`config.mk`:
```
export PLATFORM = sky130hd
export DESIGN_NAME = enclave_page_augment
export DESIGN_NICKNAME = d
export VERILOG_FILES = /design/src/enclave_page_augment_pkg.sv /design/src/augment_check.sv /design/src/page_zero_writer.sv /design/src/enclave_page_augment.sv
export SDC_FILE = /design/constraint.sdc
export NUM_CORES = 2
export LEC_CHECK = 0
export ABC_AREA = 0
export ABC_CLOCK_PERIOD_IN_PS = 7300
export BUFFER_PORTS_ARGS = -buffer_cell sky130_fd_sc_hd__buf_2
export CORE_AREA = 5 5 495 497
export DETAILED_ROUTE_END_ITERATION = 8
export DIE_AREA = 0 0 500 502
export HOLD_SLACK_MARGIN = 0.12
export PLACE_DENSITY = 0.44
export SYNTH_ARGS = -nofsm -noshare
export SYNTH_HDL_FRONTEND = slang
export SYNTH_HIERARCHICAL = 1
export SYNTH_SLANG_ARGS = --single-unit
```
`constraint.sdc`:
```
create_clock -name i_clk_sys -period 7.3 [get_ports i_clk_sys]
set_input_delay 0.73 -clock i_clk_sys [delete_from_list [all_inputs] [get_ports i_clk_sys]]
set_output_delay 0.73 -clock i_clk_sys [all_outputs]
set_load 0.02 [all_outputs]
```
`src/enclave_page_augment_pkg.sv`:
```
// Constants, types and functional notes for the page-augment sequencer
// Functional notes
// - Execute only at privilege level zero
// - Descriptor not 32-byte aligned gives GP
// - Destination not 4K aligned gives GP
// - Destination outside page cache gives PF
// - Nonzero security pointer must be 64-byte aligned
// - Control page or target address unaligned: GP
// - Nonzero source page pointer gives GP
// - Control page outside page cache gives PF
// - Busy destination: conflict exit or GP
// - Destination map entry already valid gives PF
// - Zero pointer selects regular read-write defaults
// - Bad supplied security block gives GP
// - Shadow-stack type without enforcement enable: GP
// - Control page shared access conflict gives GP
// - Invalid or wrong-type control page gives PF
// - Uninitialized enclave gives GP
// - Target outside enclave range gives GP
// - Shadow-stack page on range edges gives GP
// - Zero the whole destination page
// - Shadow-stack first page gets restore token
// - Fill map entry pending, valid set last
package enclave_page_augment_pkg;

	// ----------------------------------------------------------------
	// Leaf selection and privilege
	// ----------------------------------------------------------------
	localparam logic [31:0] LEAF_AUGMENT = 32'h0000000d;
	localparam logic [1:0] CPL_KERNEL = 2'h0;

	// ----------------------------------------------------------------
	// Alignment masks and page geometry
	// ----------------------------------------------------------------
	localparam logic [63:0] DESC_ALIGN_MASK = 64'h000000000000001f;
	localparam logic [63:0] SECURITY_INFO_BLOCK_ALIGN_MASK = 64'h000000000000003f;
	localparam logic [63:0] PAGE_ALIGN_MASK = 64'h0000000000000fff;
	localparam logic [63:0] PAGE_SIZE = 64'h0000000000001000;
	localparam logic [63:0] TOKEN_OFFSET = 64'h0000000000000ff8;
	localparam logic [63:0] WORD_BYTES = 64'h0000000000000008;
	localparam int IDX_W = 9;
	localparam logic [IDX_W-1:0] LAST_WORD = 9'h1ff;

	// ----------------------------------------------------------------
	// Page type encodings
	// ----------------------------------------------------------------
	localparam logic [7:0] REGULAR_PAGE_TYPE = 8'h01;
	localparam logic [7:0] CONTROL_PAGE_TYPE = 8'h00;
	localparam logic [7:0] SHADOW_STACK_FIRST_TYPE = 8'h05;
	localparam logic [7:0] SHADOW_STACK_REST_TYPE = 8'h06;

	// ----------------------------------------------------------------
	// Conflict exit coding
	// ----------------------------------------------------------------
	localparam logic [15:0] PAGE_CONFLICT_EXIT_REASON = 16'h0040;
	localparam logic [15:0] TARGET_CONFLICT_QUALIFICATION = 16'h0001;
	localparam logic [15:0] CONFLICT_ERROR_NONE = 16'h0000;

	// ----------------------------------------------------------------
	// Types
	// ----------------------------------------------------------------
	typedef struct packed {
		logic [63:0] source_page_pointer;
		logic [63:0] ctrl_page;
		logic [63:0] sec_info;
		logic [63:0] target_linear_address;
	} page_info_descriptor_t;

	typedef struct packed {
		logic [7:0] ptype;
		logic r;
		logic w;
		logic x;
		logic reserved_nz;
	} security_info_block_t;

	typedef struct packed {
		logic resolves;
		logic shared_busy;
		logic map_valid;
		logic [7:0] map_type;
		logic initialized;
		logic [63:0] enclave_base;
		logic [63:0] size;
		logic wide_mode_attribute;
		logic [63:0] ident;
	} ctrl_page_state_t;

	typedef struct packed {
		logic resolves;
		logic excl_busy;
		logic map_valid;
		logic [63:0] guest_phys;
	} dest_state_t;

	typedef struct packed {
		logic [1:0] cpl;
		logic ss_types_supported;
		logic control_flow_enforce_enable;
		logic shadow_stack_feature_bit;
		logic guest_execution_mode;
		logic virt_ext_enable;
	} env_t;

	typedef struct packed {
		logic r;
		logic w;
		logic x;
		logic [7:0] ptype;
		logic [63:0] enclave_addr;
		logic blocked;
		logic pending;
		logic modified;
		logic permission_restrict_flag;
		logic [63:0] ctrl_id;
		logic valid;
	} map_entry_t;

	typedef struct packed {
		logic [15:0] reason;
		logic [15:0] qual_code;
		logic [15:0] qual_error;
		logic [63:0] guest_phys;
		logic [63:0] guest_lin;
	} exit_info_t;

	typedef enum logic [2:0] {
		FAULT_NONE = 3'h0,
		FAULT_GP = 3'h1,
		FAULT_PF_DEST = 3'h2,
		FAULT_PF_CTRL = 3'h3,
		FAULT_VMEXIT = 3'h4
	} fault_t;

endpackage

```
`src/augment_check.sv`:
```
// Ordered fault checks and attribute choice for one page-augment request
`timescale 1ns/10ps
module augment_check (
	// Operands
	input wire logic [63:0] i_desc_ptr,
	input wire logic [63:0] i_dest_ptr,
	input wire enclave_page_augment_pkg::page_info_descriptor_t i_desc,
	input wire enclave_page_augment_pkg::security_info_block_t i_sec,
	// Machine state
	input wire enclave_page_augment_pkg::ctrl_page_state_t i_ctrl,
	input wire enclave_page_augment_pkg::dest_state_t i_dest,
	input wire enclave_page_augment_pkg::env_t i_env,
	// Verdict
	output enclave_page_augment_pkg::fault_t o_fault,
	output enclave_page_augment_pkg::security_info_block_t o_attr
);

	function automatic logic misaligned(input logic [63:0] addr, input logic [63:0] mask);
		misaligned = (addr & mask) != 64'h0;
	endfunction

	function automatic logic is_ss(input logic [7:0] t);
		is_ss = (t == enclave_page_augment_pkg::SHADOW_STACK_FIRST_TYPE) ||
			(t == enclave_page_augment_pkg::SHADOW_STACK_REST_TYPE);
	endfunction

	logic sec_zero;
	logic [64:0] range_end;
	logic [63:0] last_page;

	// Range end kept one bit wider to avoid a wrap at the top
	assign sec_zero = i_desc.sec_info == 64'h0;
	assign range_end = {1'b0, i_ctrl.enclave_base} + {1'b0, i_ctrl.size};
	assign last_page = i_ctrl.enclave_base + i_ctrl.size - enclave_page_augment_pkg::PAGE_SIZE;

	// Attribute selection: defaults or the supplied block
	always_comb begin
		if (sec_zero) begin
			o_attr = '0;
			o_attr.ptype = enclave_page_augment_pkg::REGULAR_PAGE_TYPE;
			o_attr.r = 1'b1;
			o_attr.w = 1'b1;
			o_attr.x = 1'b0;
		end else begin
			o_attr = i_sec;
		end
	end

	// Priority chain, first failing check decides
	always_comb begin
		o_fault = enclave_page_augment_pkg::FAULT_NONE;
		if (misaligned(i_desc_ptr, enclave_page_augment_pkg::DESC_ALIGN_MASK)) begin
			o_fault = enclave_page_augment_pkg::FAULT_GP;
		end else if (misaligned(i_dest_ptr, enclave_page_augment_pkg::PAGE_ALIGN_MASK)) begin
			o_fault = enclave_page_augment_pkg::FAULT_GP;
		end else if (!i_dest.resolves) begin
			o_fault = enclave_page_augment_pkg::FAULT_PF_DEST;
		end else if (!sec_zero &&
			misaligned(i_desc.sec_info, enclave_page_augment_pkg::SECURITY_INFO_BLOCK_ALIGN_MASK)) begin
			o_fault = enclave_page_augment_pkg::FAULT_GP;
		end else if (misaligned(i_desc.ctrl_page, enclave_page_augment_pkg::PAGE_ALIGN_MASK) ||
			misaligned(i_desc.target_linear_address,
			enclave_page_augment_pkg::PAGE_ALIGN_MASK)) begin
			o_fault = enclave_page_augment_pkg::FAULT_GP;
		end else if (i_desc.source_page_pointer != 64'h0) begin
			o_fault = enclave_page_augment_pkg::FAULT_GP;
		end else if (!i_ctrl.resolves) begin
			o_fault = enclave_page_augment_pkg::FAULT_PF_CTRL;
		end else if (i_dest.excl_busy) begin
			if (i_env.guest_execution_mode && i_env.virt_ext_enable) begin
				o_fault = enclave_page_augment_pkg::FAULT_VMEXIT;
			end else begin
				o_fault = enclave_page_augment_pkg::FAULT_GP;
			end
		end else if (i_dest.map_valid) begin
			o_fault = enclave_page_augment_pkg::FAULT_PF_DEST;
		end else if (!sec_zero && (i_sec.reserved_nz || !i_env.ss_types_supported ||
			!is_ss(i_sec.ptype) || !i_sec.r || !i_sec.w || i_sec.x)) begin
			o_fault = enclave_page_augment_pkg::FAULT_GP;
		end else if (is_ss(o_attr.ptype) && !i_env.control_flow_enforce_enable) begin
			o_fault = enclave_page_augment_pkg::FAULT_GP;
		end else if (i_ctrl.shared_busy) begin
			o_fault = enclave_page_augment_pkg::FAULT_GP;
		end else if (!i_ctrl.map_valid ||
			i_ctrl.map_type != enclave_page_augment_pkg::CONTROL_PAGE_TYPE) begin
			o_fault = enclave_page_augment_pkg::FAULT_PF_CTRL;
		end else if (!i_ctrl.initialized) begin
			o_fault = enclave_page_augment_pkg::FAULT_GP;
		end else if (i_desc.target_linear_address < i_ctrl.enclave_base ||
			{1'b0, i_desc.target_linear_address} >= range_end) begin
			o_fault = enclave_page_augment_pkg::FAULT_GP;
		end else if (is_ss(o_attr.ptype) &&
			(i_desc.target_linear_address == i_ctrl.enclave_base ||
			i_desc.target_linear_address == last_page)) begin
			o_fault = enclave_page_augment_pkg::FAULT_GP;
		end
	end

endmodule

```
`src/page_zero_writer.sv`:
```
// Word writer that clears a page and optionally places a restore token
`timescale 1ns/10ps
module page_zero_writer (
	// Clock and reset
	input wire logic i_clk_sys,
	input wire logic i_rst_n,
	// Control
	input wire logic i_go,
	input wire logic i_token_en,
	input wire logic [63:0] i_token_data,
	input wire logic [63:0] i_page,
	// Memory write port
	input wire logic i_mem_ready,
	output logic o_we,
	output logic [63:0] o_addr,
	output logic [63:0] o_data,
	output logic o_finish
);

	logic [enclave_page_augment_pkg::IDX_W-1:0] idx;
	logic [enclave_page_augment_pkg::IDX_W-1:0] next_idx;
	logic in_tok;
	logic next_in_tok;
	logic tok_pend;
	logic next_tok_pend;
	logic next_we;
	logic [63:0] next_addr;
	logic [63:0] next_data;
	logic next_finish;
	logic [9:0] zero_cnt;

	// Next write; a word is taken when we and ready meet at an edge
	always_comb begin
		next_idx = idx;
		next_in_tok = in_tok;
		next_tok_pend = tok_pend;
		next_we = o_we;
		next_addr = o_addr;
		next_data = o_data;
		next_finish = 1'b0;
		if (!o_we && i_go) begin
			next_we = 1'b1;
			next_addr = i_page;
			next_data = 64'h0;
			next_idx = '0;
			next_in_tok = 1'b0;
			next_tok_pend = i_token_en;
		end else if (o_we && i_mem_ready) begin
			if (!in_tok && idx != enclave_page_augment_pkg::LAST_WORD) begin
				next_idx = idx + 1'b1;
				next_addr = o_addr + enclave_page_augment_pkg::WORD_BYTES;
			end else if (!in_tok && tok_pend) begin
				// Token goes after the clear so the zero pass cannot overwrite it
				next_in_tok = 1'b1;
				next_tok_pend = 1'b0;
				next_addr = i_page + enclave_page_augment_pkg::TOKEN_OFFSET;
				next_data = i_token_data;
			end else begin
				next_we = 1'b0;
				next_in_tok = 1'b0;
				next_finish = 1'b1;
			end
		end
	end

	// State registers
	always_ff @(posedge i_clk_sys or negedge i_rst_n) begin
		if (!i_rst_n) begin
			idx <= '0;
			in_tok <= 1'b0;
			tok_pend <= 1'b0;
			o_we <= 1'b0;
			o_addr <= 64'h0;
			o_data <= 64'h0;
			o_finish <= 1'b0;
		end else begin
			idx <= next_idx;
			in_tok <= next_in_tok;
			tok_pend <= next_tok_pend;
			o_we <= next_we;
			o_addr <= next_addr;
			o_data <= next_data;
			o_finish <= next_finish;
		end
	end

	// Helper count of accepted zero words, only read by a check
	always_ff @(posedge i_clk_sys or negedge i_rst_n) begin
		if (!i_rst_n) begin
			zero_cnt <= 10'h000;
		end else if (!o_we && i_go) begin
			zero_cnt <= 10'h000;
		end else if (o_we && i_mem_ready && !in_tok && o_data == 64'h0) begin
			zero_cnt <= zero_cnt + 10'h001;
		end
	end
endmodule

```
`src/enclave_page_augment.sv`:
```
// Sequencer for the leaf that adds a pending page to an initialized enclave
`timescale 1ns/10ps
module enclave_page_augment (
	// Clock and reset
	input wire logic i_clk_sys,
	input wire logic i_rst_n,
	// Leaf request
	input wire logic i_start,
	input wire logic [31:0] i_leaf_select,
	input wire logic [63:0] i_desc_ptr,
	input wire logic [63:0] i_dest_ptr,
	input wire enclave_page_augment_pkg::page_info_descriptor_t i_desc,
	input wire enclave_page_augment_pkg::security_info_block_t i_sec,
	// Machine state
	input wire enclave_page_augment_pkg::ctrl_page_state_t i_ctrl,
	input wire enclave_page_augment_pkg::dest_state_t i_dest,
	input wire enclave_page_augment_pkg::env_t i_env,
	// Completion
	output logic o_busy,
	output logic o_refused,
	output logic o_done,
	output enclave_page_augment_pkg::fault_t o_fault,
	output logic [63:0] o_pf_addr,
	output enclave_page_augment_pkg::exit_info_t o_exit,
	// Page memory write port
	input wire logic i_mem_ready,
	output logic o_mem_we,
	output logic [63:0] o_mem_addr,
	output logic [63:0] o_mem_data,
	// Page map write port
	output logic o_map_we,
	output logic [63:0] o_map_addr,
	output enclave_page_augment_pkg::map_entry_t o_map_entry
);

	// ----------------------------------------------------------------
	// States
	// ----------------------------------------------------------------
	typedef enum logic [4:0] {
		ST_IDLE = 5'h01,
		ST_CHECK = 5'h02,
		ST_CLEAR = 5'h04,
		ST_MAP = 5'h08,
		ST_SEAL = 5'h10
	} state_t;

	state_t state;
	state_t next_state;

	// ----------------------------------------------------------------
	// Captured operands and results
	// ----------------------------------------------------------------
	logic [63:0] dest;
	logic [63:0] next_dest;
	enclave_page_augment_pkg::security_info_block_t attr;
	enclave_page_augment_pkg::security_info_block_t next_attr;
	logic [63:0] lin;
	logic [63:0] next_lin;
	logic [63:0] ctrl_id;
	logic [63:0] next_ctrl_id;
	logic [63:0] tok;
	logic [63:0] next_tok;
	logic tok_en;
	logic next_tok_en;
	logic go;
	logic next_go;
	logic next_busy;
	logic next_refused;
	logic next_done;
	enclave_page_augment_pkg::fault_t next_fault;
	logic [63:0] next_pf_addr;
	enclave_page_augment_pkg::exit_info_t next_exit;
	logic next_map_we;
	enclave_page_augment_pkg::map_entry_t next_map_entry;

	enclave_page_augment_pkg::fault_t chk_fault;
	enclave_page_augment_pkg::security_info_block_t chk_attr;
	logic wr_finish;
	logic leaf_hit;

	// Software picks this leaf through the select value
	assign leaf_hit = i_start && (i_leaf_select == enclave_page_augment_pkg::LEAF_AUGMENT);

	// ----------------------------------------------------------------
	// Ordered checks
	// ----------------------------------------------------------------
	augment_check u_check (
		.i_desc_ptr(i_desc_ptr),
		.i_dest_ptr(i_dest_ptr),
		.i_desc(i_desc),
		.i_sec(i_sec),
		.i_ctrl(i_ctrl),
		.i_dest(i_dest),
		.i_env(i_env),
		.o_fault(chk_fault),
		.o_attr(chk_attr)
	);

	// ----------------------------------------------------------------
	// Page clear and token writer
	// ----------------------------------------------------------------
	page_zero_writer u_writer (
		.i_clk_sys(i_clk_sys),
		.i_rst_n(i_rst_n),
		.i_go(go),
		.i_token_en(tok_en),
		.i_token_data(tok),
		.i_page(dest),
		.i_mem_ready(i_mem_ready),
		.o_we(o_mem_we),
		.o_addr(o_mem_addr),
		.o_data(o_mem_data),
		.o_finish(wr_finish)
	);

	assign o_map_addr = dest;

	// Sequencer next state; operands must hold while busy
	always_comb begin
		next_state = state;
		next_dest = dest;
		next_attr = attr;
		next_lin = lin;
		next_ctrl_id = ctrl_id;
		next_tok = tok;
		next_tok_en = tok_en;
		next_go = 1'b0;
		next_refused = 1'b0;
		next_done = 1'b0;
		next_fault = o_fault;
		next_pf_addr = o_pf_addr;
		next_exit = o_exit;
		next_map_we = 1'b0;
		next_map_entry = o_map_entry;
		unique case (state)
			ST_IDLE: begin
				if (leaf_hit) begin
					if (i_env.cpl != enclave_page_augment_pkg::CPL_KERNEL) begin
						next_refused = 1'b1;
					end else begin
						next_state = ST_CHECK;
						next_dest = i_dest_ptr;
					end
				end
			end
			ST_CHECK: begin
				next_fault = chk_fault;
				next_attr = chk_attr;
				next_lin = i_desc.target_linear_address;
				next_ctrl_id = i_ctrl.ident;
				// Token value prepared now, written only after the clear
				next_tok = (i_desc.target_linear_address + enclave_page_augment_pkg::PAGE_SIZE) |
					{63'h0, i_ctrl.wide_mode_attribute};
				next_tok_en = i_env.shadow_stack_feature_bit &&
					(chk_attr.ptype == enclave_page_augment_pkg::SHADOW_STACK_FIRST_TYPE);
				next_pf_addr = (chk_fault == enclave_page_augment_pkg::FAULT_PF_CTRL) ?
					i_desc.ctrl_page : dest;
				next_exit = '0;
				if (chk_fault == enclave_page_augment_pkg::FAULT_VMEXIT) begin
					next_exit.reason = enclave_page_augment_pkg::PAGE_CONFLICT_EXIT_REASON;
					next_exit.qual_code = enclave_page_augment_pkg::TARGET_CONFLICT_QUALIFICATION;
					next_exit.qual_error = enclave_page_augment_pkg::CONFLICT_ERROR_NONE;
					next_exit.guest_phys = i_dest.guest_phys;
					next_exit.guest_lin = dest;
				end
				if (chk_fault != enclave_page_augment_pkg::FAULT_NONE) begin
					// Fault ends here, before any write reaches page or map
					next_done = 1'b1;
					next_state = ST_IDLE;
				end else begin
					next_go = 1'b1;
					next_state = ST_CLEAR;
				end
			end
			ST_CLEAR: begin
				if (wr_finish) begin
					// Entry written first with valid clear
					next_map_we = 1'b1;
					next_map_entry.r = attr.r;
					next_map_entry.w = attr.w;
					next_map_entry.x = attr.x;
					next_map_entry.ptype = attr.ptype;
					next_map_entry.enclave_addr = lin;
					next_map_entry.blocked = 1'b0;
					next_map_entry.pending = 1'b1;
					next_map_entry.modified = 1'b0;
					next_map_entry.permission_restrict_flag = 1'b0;
					next_map_entry.ctrl_id = ctrl_id;
					next_map_entry.valid = 1'b0;
					next_state = ST_MAP;
				end
			end
			ST_MAP: begin
				// Valid raised by a separate, final write
				next_map_we = 1'b1;
				next_map_entry.valid = 1'b1;
				next_state = ST_SEAL;
			end
			ST_SEAL: begin
				next_done = 1'b1;
				next_state = ST_IDLE;
			end
			default: begin
				next_state = ST_IDLE;
			end
		endcase
		next_busy = next_state != ST_IDLE;
	end

	// Sequencer registers
	always_ff @(posedge i_clk_sys or negedge i_rst_n) begin
		if (!i_rst_n) begin
			state <= ST_IDLE;
			dest <= 64'h0;
			attr <= '0;
			lin <= 64'h0;
			ctrl_id <= 64'h0;
			tok <= 64'h0;
			tok_en <= 1'b0;
			go <= 1'b0;
			o_busy <= 1'b0;
			o_refused <= 1'b0;
			o_done <= 1'b0;
			o_fault <= enclave_page_augment_pkg::FAULT_NONE;
			o_pf_addr <= 64'h0;
			o_exit <= '0;
			o_map_we <= 1'b0;
			o_map_entry <= '0;
		end else begin
			state <= next_state;
			dest <= next_dest;
			attr <= next_attr;
			lin <= next_lin;
			ctrl_id <= next_ctrl_id;
			tok <= next_tok;
			tok_en <= next_tok_en;
			go <= next_go;
			o_busy <= next_busy;
			o_refused <= next_refused;
			o_done <= next_done;
			o_fault <= next_fault;
			o_pf_addr <= next_pf_addr;
			o_exit <= next_exit;
			o_map_we <= next_map_we;
			o_map_entry <= next_map_entry;
		end
	end
endmodule

```
After elaboration in Yosys (flattened, before gate mapping)
Cells that the tools add are included.

word-level totals
  logic and storage cells = 184
  output and inout bits = 584
  input port bits = 711
  register bits = 803

operators by class
  equality and inequality tests = 19
  magnitude comparators = 2
  bitwise gates (word level) = 2
  add/subtract/negate cells = 7
  reduce and logical (&&, ||, !) cells = 54
  mux-type cells = 63

operators by type and width
  cell                      count
  $mux W64                  9
  $reduce_bool A64 Y1       6
  $mux W167                 1
  $eq A64 B64 Y1            2
  $add A64 B64 Y65          1
  $ge A64 B65 Y1            1
  $add A64 B12 Y64 const B  1
  $add A64 B13 Y64 const B  1
  $add A64 B4 Y64 const B   1
  $add A64 B64 Y64          1
  $logic_not A64 Y1         1
  $lt A64 B64 Y1            1
  $or A64 B1 Y64            1
  $sub A64 B13 Y64 const B  1
  $mux W3                   17
  $eq A32 B4 Y1 const B     1
  $eq A8 B3 Y1 const B      4
  $mux W9                   3
  $mux W1                   25
  $pmux W5 S4               1
  $mux W5                   3
  $mux W12                  1
  $logic_and A1 B1 Y1       11
  $logic_or A1 B1 Y1        11
  other kinds (19)          42

Logic depth before layout (Yosys ltp)
  depth after elaboration = 25
  depth in mapped cells = 33
  mapped depth without buffers = 32

Hierarchy
The synthesis kept the hierarchy.

by module, submodules not included
  module                area an instance (um^2)  instances  sequential area each (um^2)  cells an instance
  enclave_page_augment  24,151.9                 1          15,115.7                     2,331
  augment_check         13,364.1                 1          0.0                          1,947
  page_zero_writer      8,735.9                  1          3,528.4                      1,109

Worst setup path before layout
No wires, ideal clock.

  kind = in2reg
  start = in i_ctrl[65] (netlist bit)
  end = reg o_pf_addr[5]
  stages = 30
  arrival = 6.224 ns
  path slack = 0.943 ns
  buffers on the path = 2
  setup time = 0.133 ns
  required time = 7.167 ns
  cells stage by stage = ha_1 inv_1 fa_1 and3b_1 nor4b_1 or3_1 a211o_1 a2111oi_4 nor2_1 o21bai_2 a31oi_1 nor2_1 a41oi_1 xnor2_1 ha_1 a21o_1 a21o_1 a211oi_1 o21ai_0 a211oi_1 o211ai_1 nand3_1 a41oi_1 o311ai_1 o31ai_1 nand3b_1 buf_2 buf_1 mux2i_1 o21ai_0

on the way
  longest elaborated chain between the ends = 23
  elaborated cells on any way between the ends = 26
  classes of those cells = 3 x add/sub; 1 x order compare; 2 x eq/ne; 17 x mux; 3 x reduce/logical

RTL lines
  what                    RTL line                     source
  start: declaration      enclave_page_augment.sv:15   input wire enclave_page_augment_pkg::ctrl_page_state_t i_ctrl,
  $add A64 B64 Y64        augment_check.sv:34          assign last_page = i_ctrl.enclave_base + i_ctrl.size - enclave_page_augment_pkg::PAGE_SIZE;
  $sub A64 B13 Y64        augment_check.sv:34
  $eq A64 B64 Y1          augment_check.sv:94          i_desc.target_linear_address == last_page)) begin
  $logic_or A1 B1 Y1      augment_check.sv:93          (i_desc.target_linear_address == i_ctrl.enclave_base ||
  $logic_and A1 B1 Y1     augment_check.sv:92          end else if (is_ss(o_attr.ptype) &&
  $mux W1                 augment_check.sv:92
  $mux W3 *               augment_check.sv:89          end else if (i_desc.target_linear_address < i_ctrl.enclave_base ||
  $mux W3 *               augment_check.sv:87          end else if (!i_ctrl.initialized) begin
  [8 not listed]          --
  $mux W3 *               augment_check.sv:61          end else if (misaligned(i_desc.ctrl_page, enclave_page_augment_pkg::PAGE_ALIGN_MASK) ||
  $mux W3 *               augment_check.sv:58          end else if (!sec_zero &&
  $mux W3 *               augment_check.sv:56          end else if (!i_dest.resolves) begin
  $mux W3 *               augment_check.sv:54          end else if (misaligned(i_dest_ptr, enclave_page_augment_pkg::PAGE_ALIGN_MASK)) begin
  $mux W3 *               augment_check.sv:52          if (misaligned(i_desc_ptr, enclave_page_augment_pkg::DESC_ALIGN_MASK)) begin
  named net chk_fault[0]  enclave_page_augment.sv:76   enclave_page_augment_pkg::fault_t chk_fault;
  $eq A3 B2 Y1 *          enclave_page_augment.sv:156  next_pf_addr = (chk_fault == enclave_page_augment_pkg::FAULT_PF_CTRL) ?
  $mux W64 *              enclave_page_augment.sv:156
  end signal: assignment  enclave_page_augment.sv:242  o_pf_addr <= next_pf_addr;
  end: declaration        enclave_page_augment.sv:23   output logic [63:0] o_pf_addr,

Mark *: on every way through the listed nets, which the timed path passes. The rest lies on a longest branch.
A chain may end at the register's enable or synchronous reset.

Worst setup path in the final report
  start = in i_ctrl[129] (netlist bit)
  end = reg o_exit[124] (netlist bit)

on the way
  longest elaborated chain between the ends = 23
  elaborated cells on any way between the ends = 28
  classes of those cells = 3 x add/sub; 2 x order compare; 3 x eq/ne; 17 x mux; 3 x reduce/logical

RTL lines
  what                    RTL line                     source
  $add A64 B64 Y64        augment_check.sv:34
  $sub A64 B13 Y64        augment_check.sv:34
  $eq A64 B64 Y1          augment_check.sv:94
  $logic_or A1 B1 Y1      augment_check.sv:93
  $logic_and A1 B1 Y1     augment_check.sv:92
  $mux W1                 augment_check.sv:92
  $mux W3 *               augment_check.sv:89
  $mux W3 *               augment_check.sv:87
  [8 not listed]          --
  $mux W3 *               augment_check.sv:61
  $mux W3 *               augment_check.sv:58
  $mux W3 *               augment_check.sv:56
  $mux W3 *               augment_check.sv:54
  $mux W3 *               augment_check.sv:52
  named net chk_fault[0]  enclave_page_augment.sv:76
  $eq A3 B3 Y1 *          enclave_page_augment.sv:159  if (chk_fault == enclave_page_augment_pkg::FAULT_VMEXIT) begin
  $mux W167 *             enclave_page_augment.sv:159
  end signal: assignment  enclave_page_augment.sv:243  o_exit <= next_exit;
  end: declaration        enclave_page_augment.sv:24   output enclave_page_augment_pkg::exit_info_t o_exit,

Marks and branches as above.

==> results_dict.tcl <==
set metrics [dict create \
    fp.dieArea_sq_um 251000 \
    cpPeakStageDelay_ns 0.40 \
    preCtsSetupSlack_ns -0.540 \
    critical-path-top-delay-family "compound AO/OA/AOI/OAI gates" \
    post-route-period-util 0.953 \
    setup_viol_count_final 0 \
    tightestPinTransition_ns 1.14 \
    fin_ws_ns 0.341 \
    power_per_standard_cell_area_nw_per_um2 190 \
    num-nets-final 7847 \
    worst_ep_arrival_time_ns 7.61 \
    critPathMaxFanout 40 \
    seq_power_share 0.360 \
    min-delay-start "i_dest[11]" \
    cell_internal_pwr_mw 7.98 \
    portBuffers 1186 \
    peak_freq_mhz 144 \
    max-slew-margin-rel 0.241 \
    clk_transition_reported_paths_ns 0.06 \
    status "finished clean" \
    peakVddDrop_mv 0.181 \
    grt_pass1_vias 47100 \
    floorplan.initialDensity 0.193 \
    placementRows 180 \
    rr_endpoint "u_writer/o_addr[54]" \
    p_clk_frac 0.419 \
    groute.usage.overall 0.207 \
    report.power.total_mw 11.8 \
    max_slew_vio_count 0 \
    drv_cap 0 \
    syn-cell-area_sq_um 46200 \
    most-common-layout-cells "sky130_fd_sc_hd__nand2_1 (1299), sky130_fd_sc_hd__buf_2 (1185), sky130_fd_sc_hd__dfrtp_1 (744), sky130_fd_sc_hd__a21oi_1 (328), sky130_fd_sc_hd__ha_1 (310)" \
    clockRootBuffer "sky130_fd_sc_hd__clkbuf_16" \
    layout-drive-gt1-share 0.241 \
    r2r-start "u_writer/idx[0]" \
    initialDrtViolationCount 3678 \
    routed_wl_um 272000 \
    dieWidth_um 500 \
    detailroute.via_count 47300 \
    min-delay-path-class "in2reg" \
    cp-end-kind "flop" \
    critPathSlowestCell "sky130_fd_sc_hd__fa_1" \
    antenna_violating_nets_post_route 0 \
    critical_path.most_common_cell "sky130_fd_sc_hd__buf_4" \
    layout_commonest_cell "sky130_fd_sc_hd__nand2_1" \
    wire_per_inst_um 26.8 \
    clk-insertion-delay-late_ns 0.76 \
    final_hpwl_dp_um 222000 \
    pwr-share-comb 0.221 \
    io_pins 1295 \
    cp-start-kind "input port" \
    power.leakage_nw 30.8 \
    area_delta_synth_final_pct 33.7 \
    per_cell_via_count_in_the_routed_design 4.67 \
    power.switching_fraction 0.322 \
    htree_num_levels 3 \
    numCtsBuffers 96 \
    routabilityCongestion 0.928 \
    die_h_um 502 \
    period_needed_ns 6.96 \
    worstSetupPathType "in2reg" \
    number_of_remaining_drc_errors 0 \
    worst_ep_required_time_ns 7.95 \
    numClockSinks 745 \
    reg2reg_slack_ns 3.37 \
    hold_path_end "o_exit[75]" \
    hold_violations 0 \
    cp.buffers_inverters 10 \
    pin_count_of_the_biggest_net_entering_global_routing 160 \
    detailedRoute.firstPassIterationCount 5 \
    switching_power_of_the_nets_mw 3.78 \
    rsz_0062_raised_after_global_routing "no" \
    worst-r2r-cell-count 10 \
    postSynthCellCount 5386 \
    clockBufferDepth 3 \
    whs_path_depth 2 \
    grt_overflow 0 \
    fin_worst_skew_ns 0.0725 \
    tritoncts_clock_tree "yes" \
    initial_antenna_violation_count 108 \
    avgSynthCellArea_sq_um 8.59 \
    grt_first_pass_wirelength_um 373000 \
    synth_warnings 6 \
    placeableCoreArea_sq_um 240000 \
]
[power by group through the flow]
stage	logic [mW]	registers, mW	clock network (mW)
finish	2.60	4.23	4.93
global route	2.81	4.24	5.26
CTS	2.59	4.23	5.12
detailed placement	2.51	4.30	0
global placement	2.52	4.30	0
floorplan	1.27	4.32	0
[cell type report]
type	count	area [sq um]
clock inverters	36	518
repair buffers	1558	9310
multi-input cells	4140	25500
flip-flops and latches	745	18600
inverters	272	1030
well taps	3185	3990
clock buffers	135	2710
fillers	26400	178000
diodes	56	140
[registers in the layout (all words and copies together) (netlist names), 3 cells and up]
signal,flops
attr,11
o_map_addr,64
tok,53
u_writer/idx,9
ctrl_id,64
o_pf_addr,64
lin,64
u_writer/o_addr,64
o_map_entry,141
o_fault,3
o_exit,129
u_writer/o_data,64
state,5
[routing by layer]
layer / part of all wire / vias up / GRT usage
li1: - / 21700 / -
met1: 0.41 / 23300 / 0.256
met2: 0.47 / 1782 / 0.348
met3: 0.065 / 414 / 0.0489
met4: 0.044 / 90 / 0.0812
met5: 0.0021 / - / 0
[timing repair]
item | in CTS | in global routing
hold endpoints to repair | 219 | 0
resized for setup | 0 | 4
buffers inserted | 0 | 0
setup endpoints to repair | 0 | 98
hold buffers | 144 | 0
[per-stage QoR]
| stage | cells | TNS, ns | hold slack, ns | instance area [sq um] | utilization |
|---|---|---|---|---|---|
| global placement | 9756 | -110.88 | 0.447 | 57000 | 0.238 |
| CTS | 10100 | 0 | 0.121 | 61600 | 0.257 |
| finish | 10100 | 0 | 0.214 | 61800 | 0.258 |
| detailed placement | 9756 | -86.20 | 0.452 | 57000 | 0.238 |
| global route | 10100 | 0 | 0.143 | 61700 | 0.257 |
| floorplan | 5434 | 0 | 0.429 | 46400 | - |
[worst max-delay path by stage]
| stage | startpoint | end | cells past startpoint |
|---|---|---|---|
| 6_report | i_ctrl[129] | o_exit[124] | 36 |
| 3_5_place_dp | i_ctrl[129] | o_pf_addr[50] | 36 |
| 4_1_cts | i_ctrl[129] | o_pf_addr[60] | 36 |
| 3_3_place_gp | i_ctrl[129] | o_pf_addr[7] | 36 |
| 2_1_floorplan | i_ctrl[65] | o_pf_addr[5] | 30 |
| 5_1_grt | i_ctrl[129] | o_exit[124] | 35 |
Note: power is estimated with default switching activity, not from simulation.
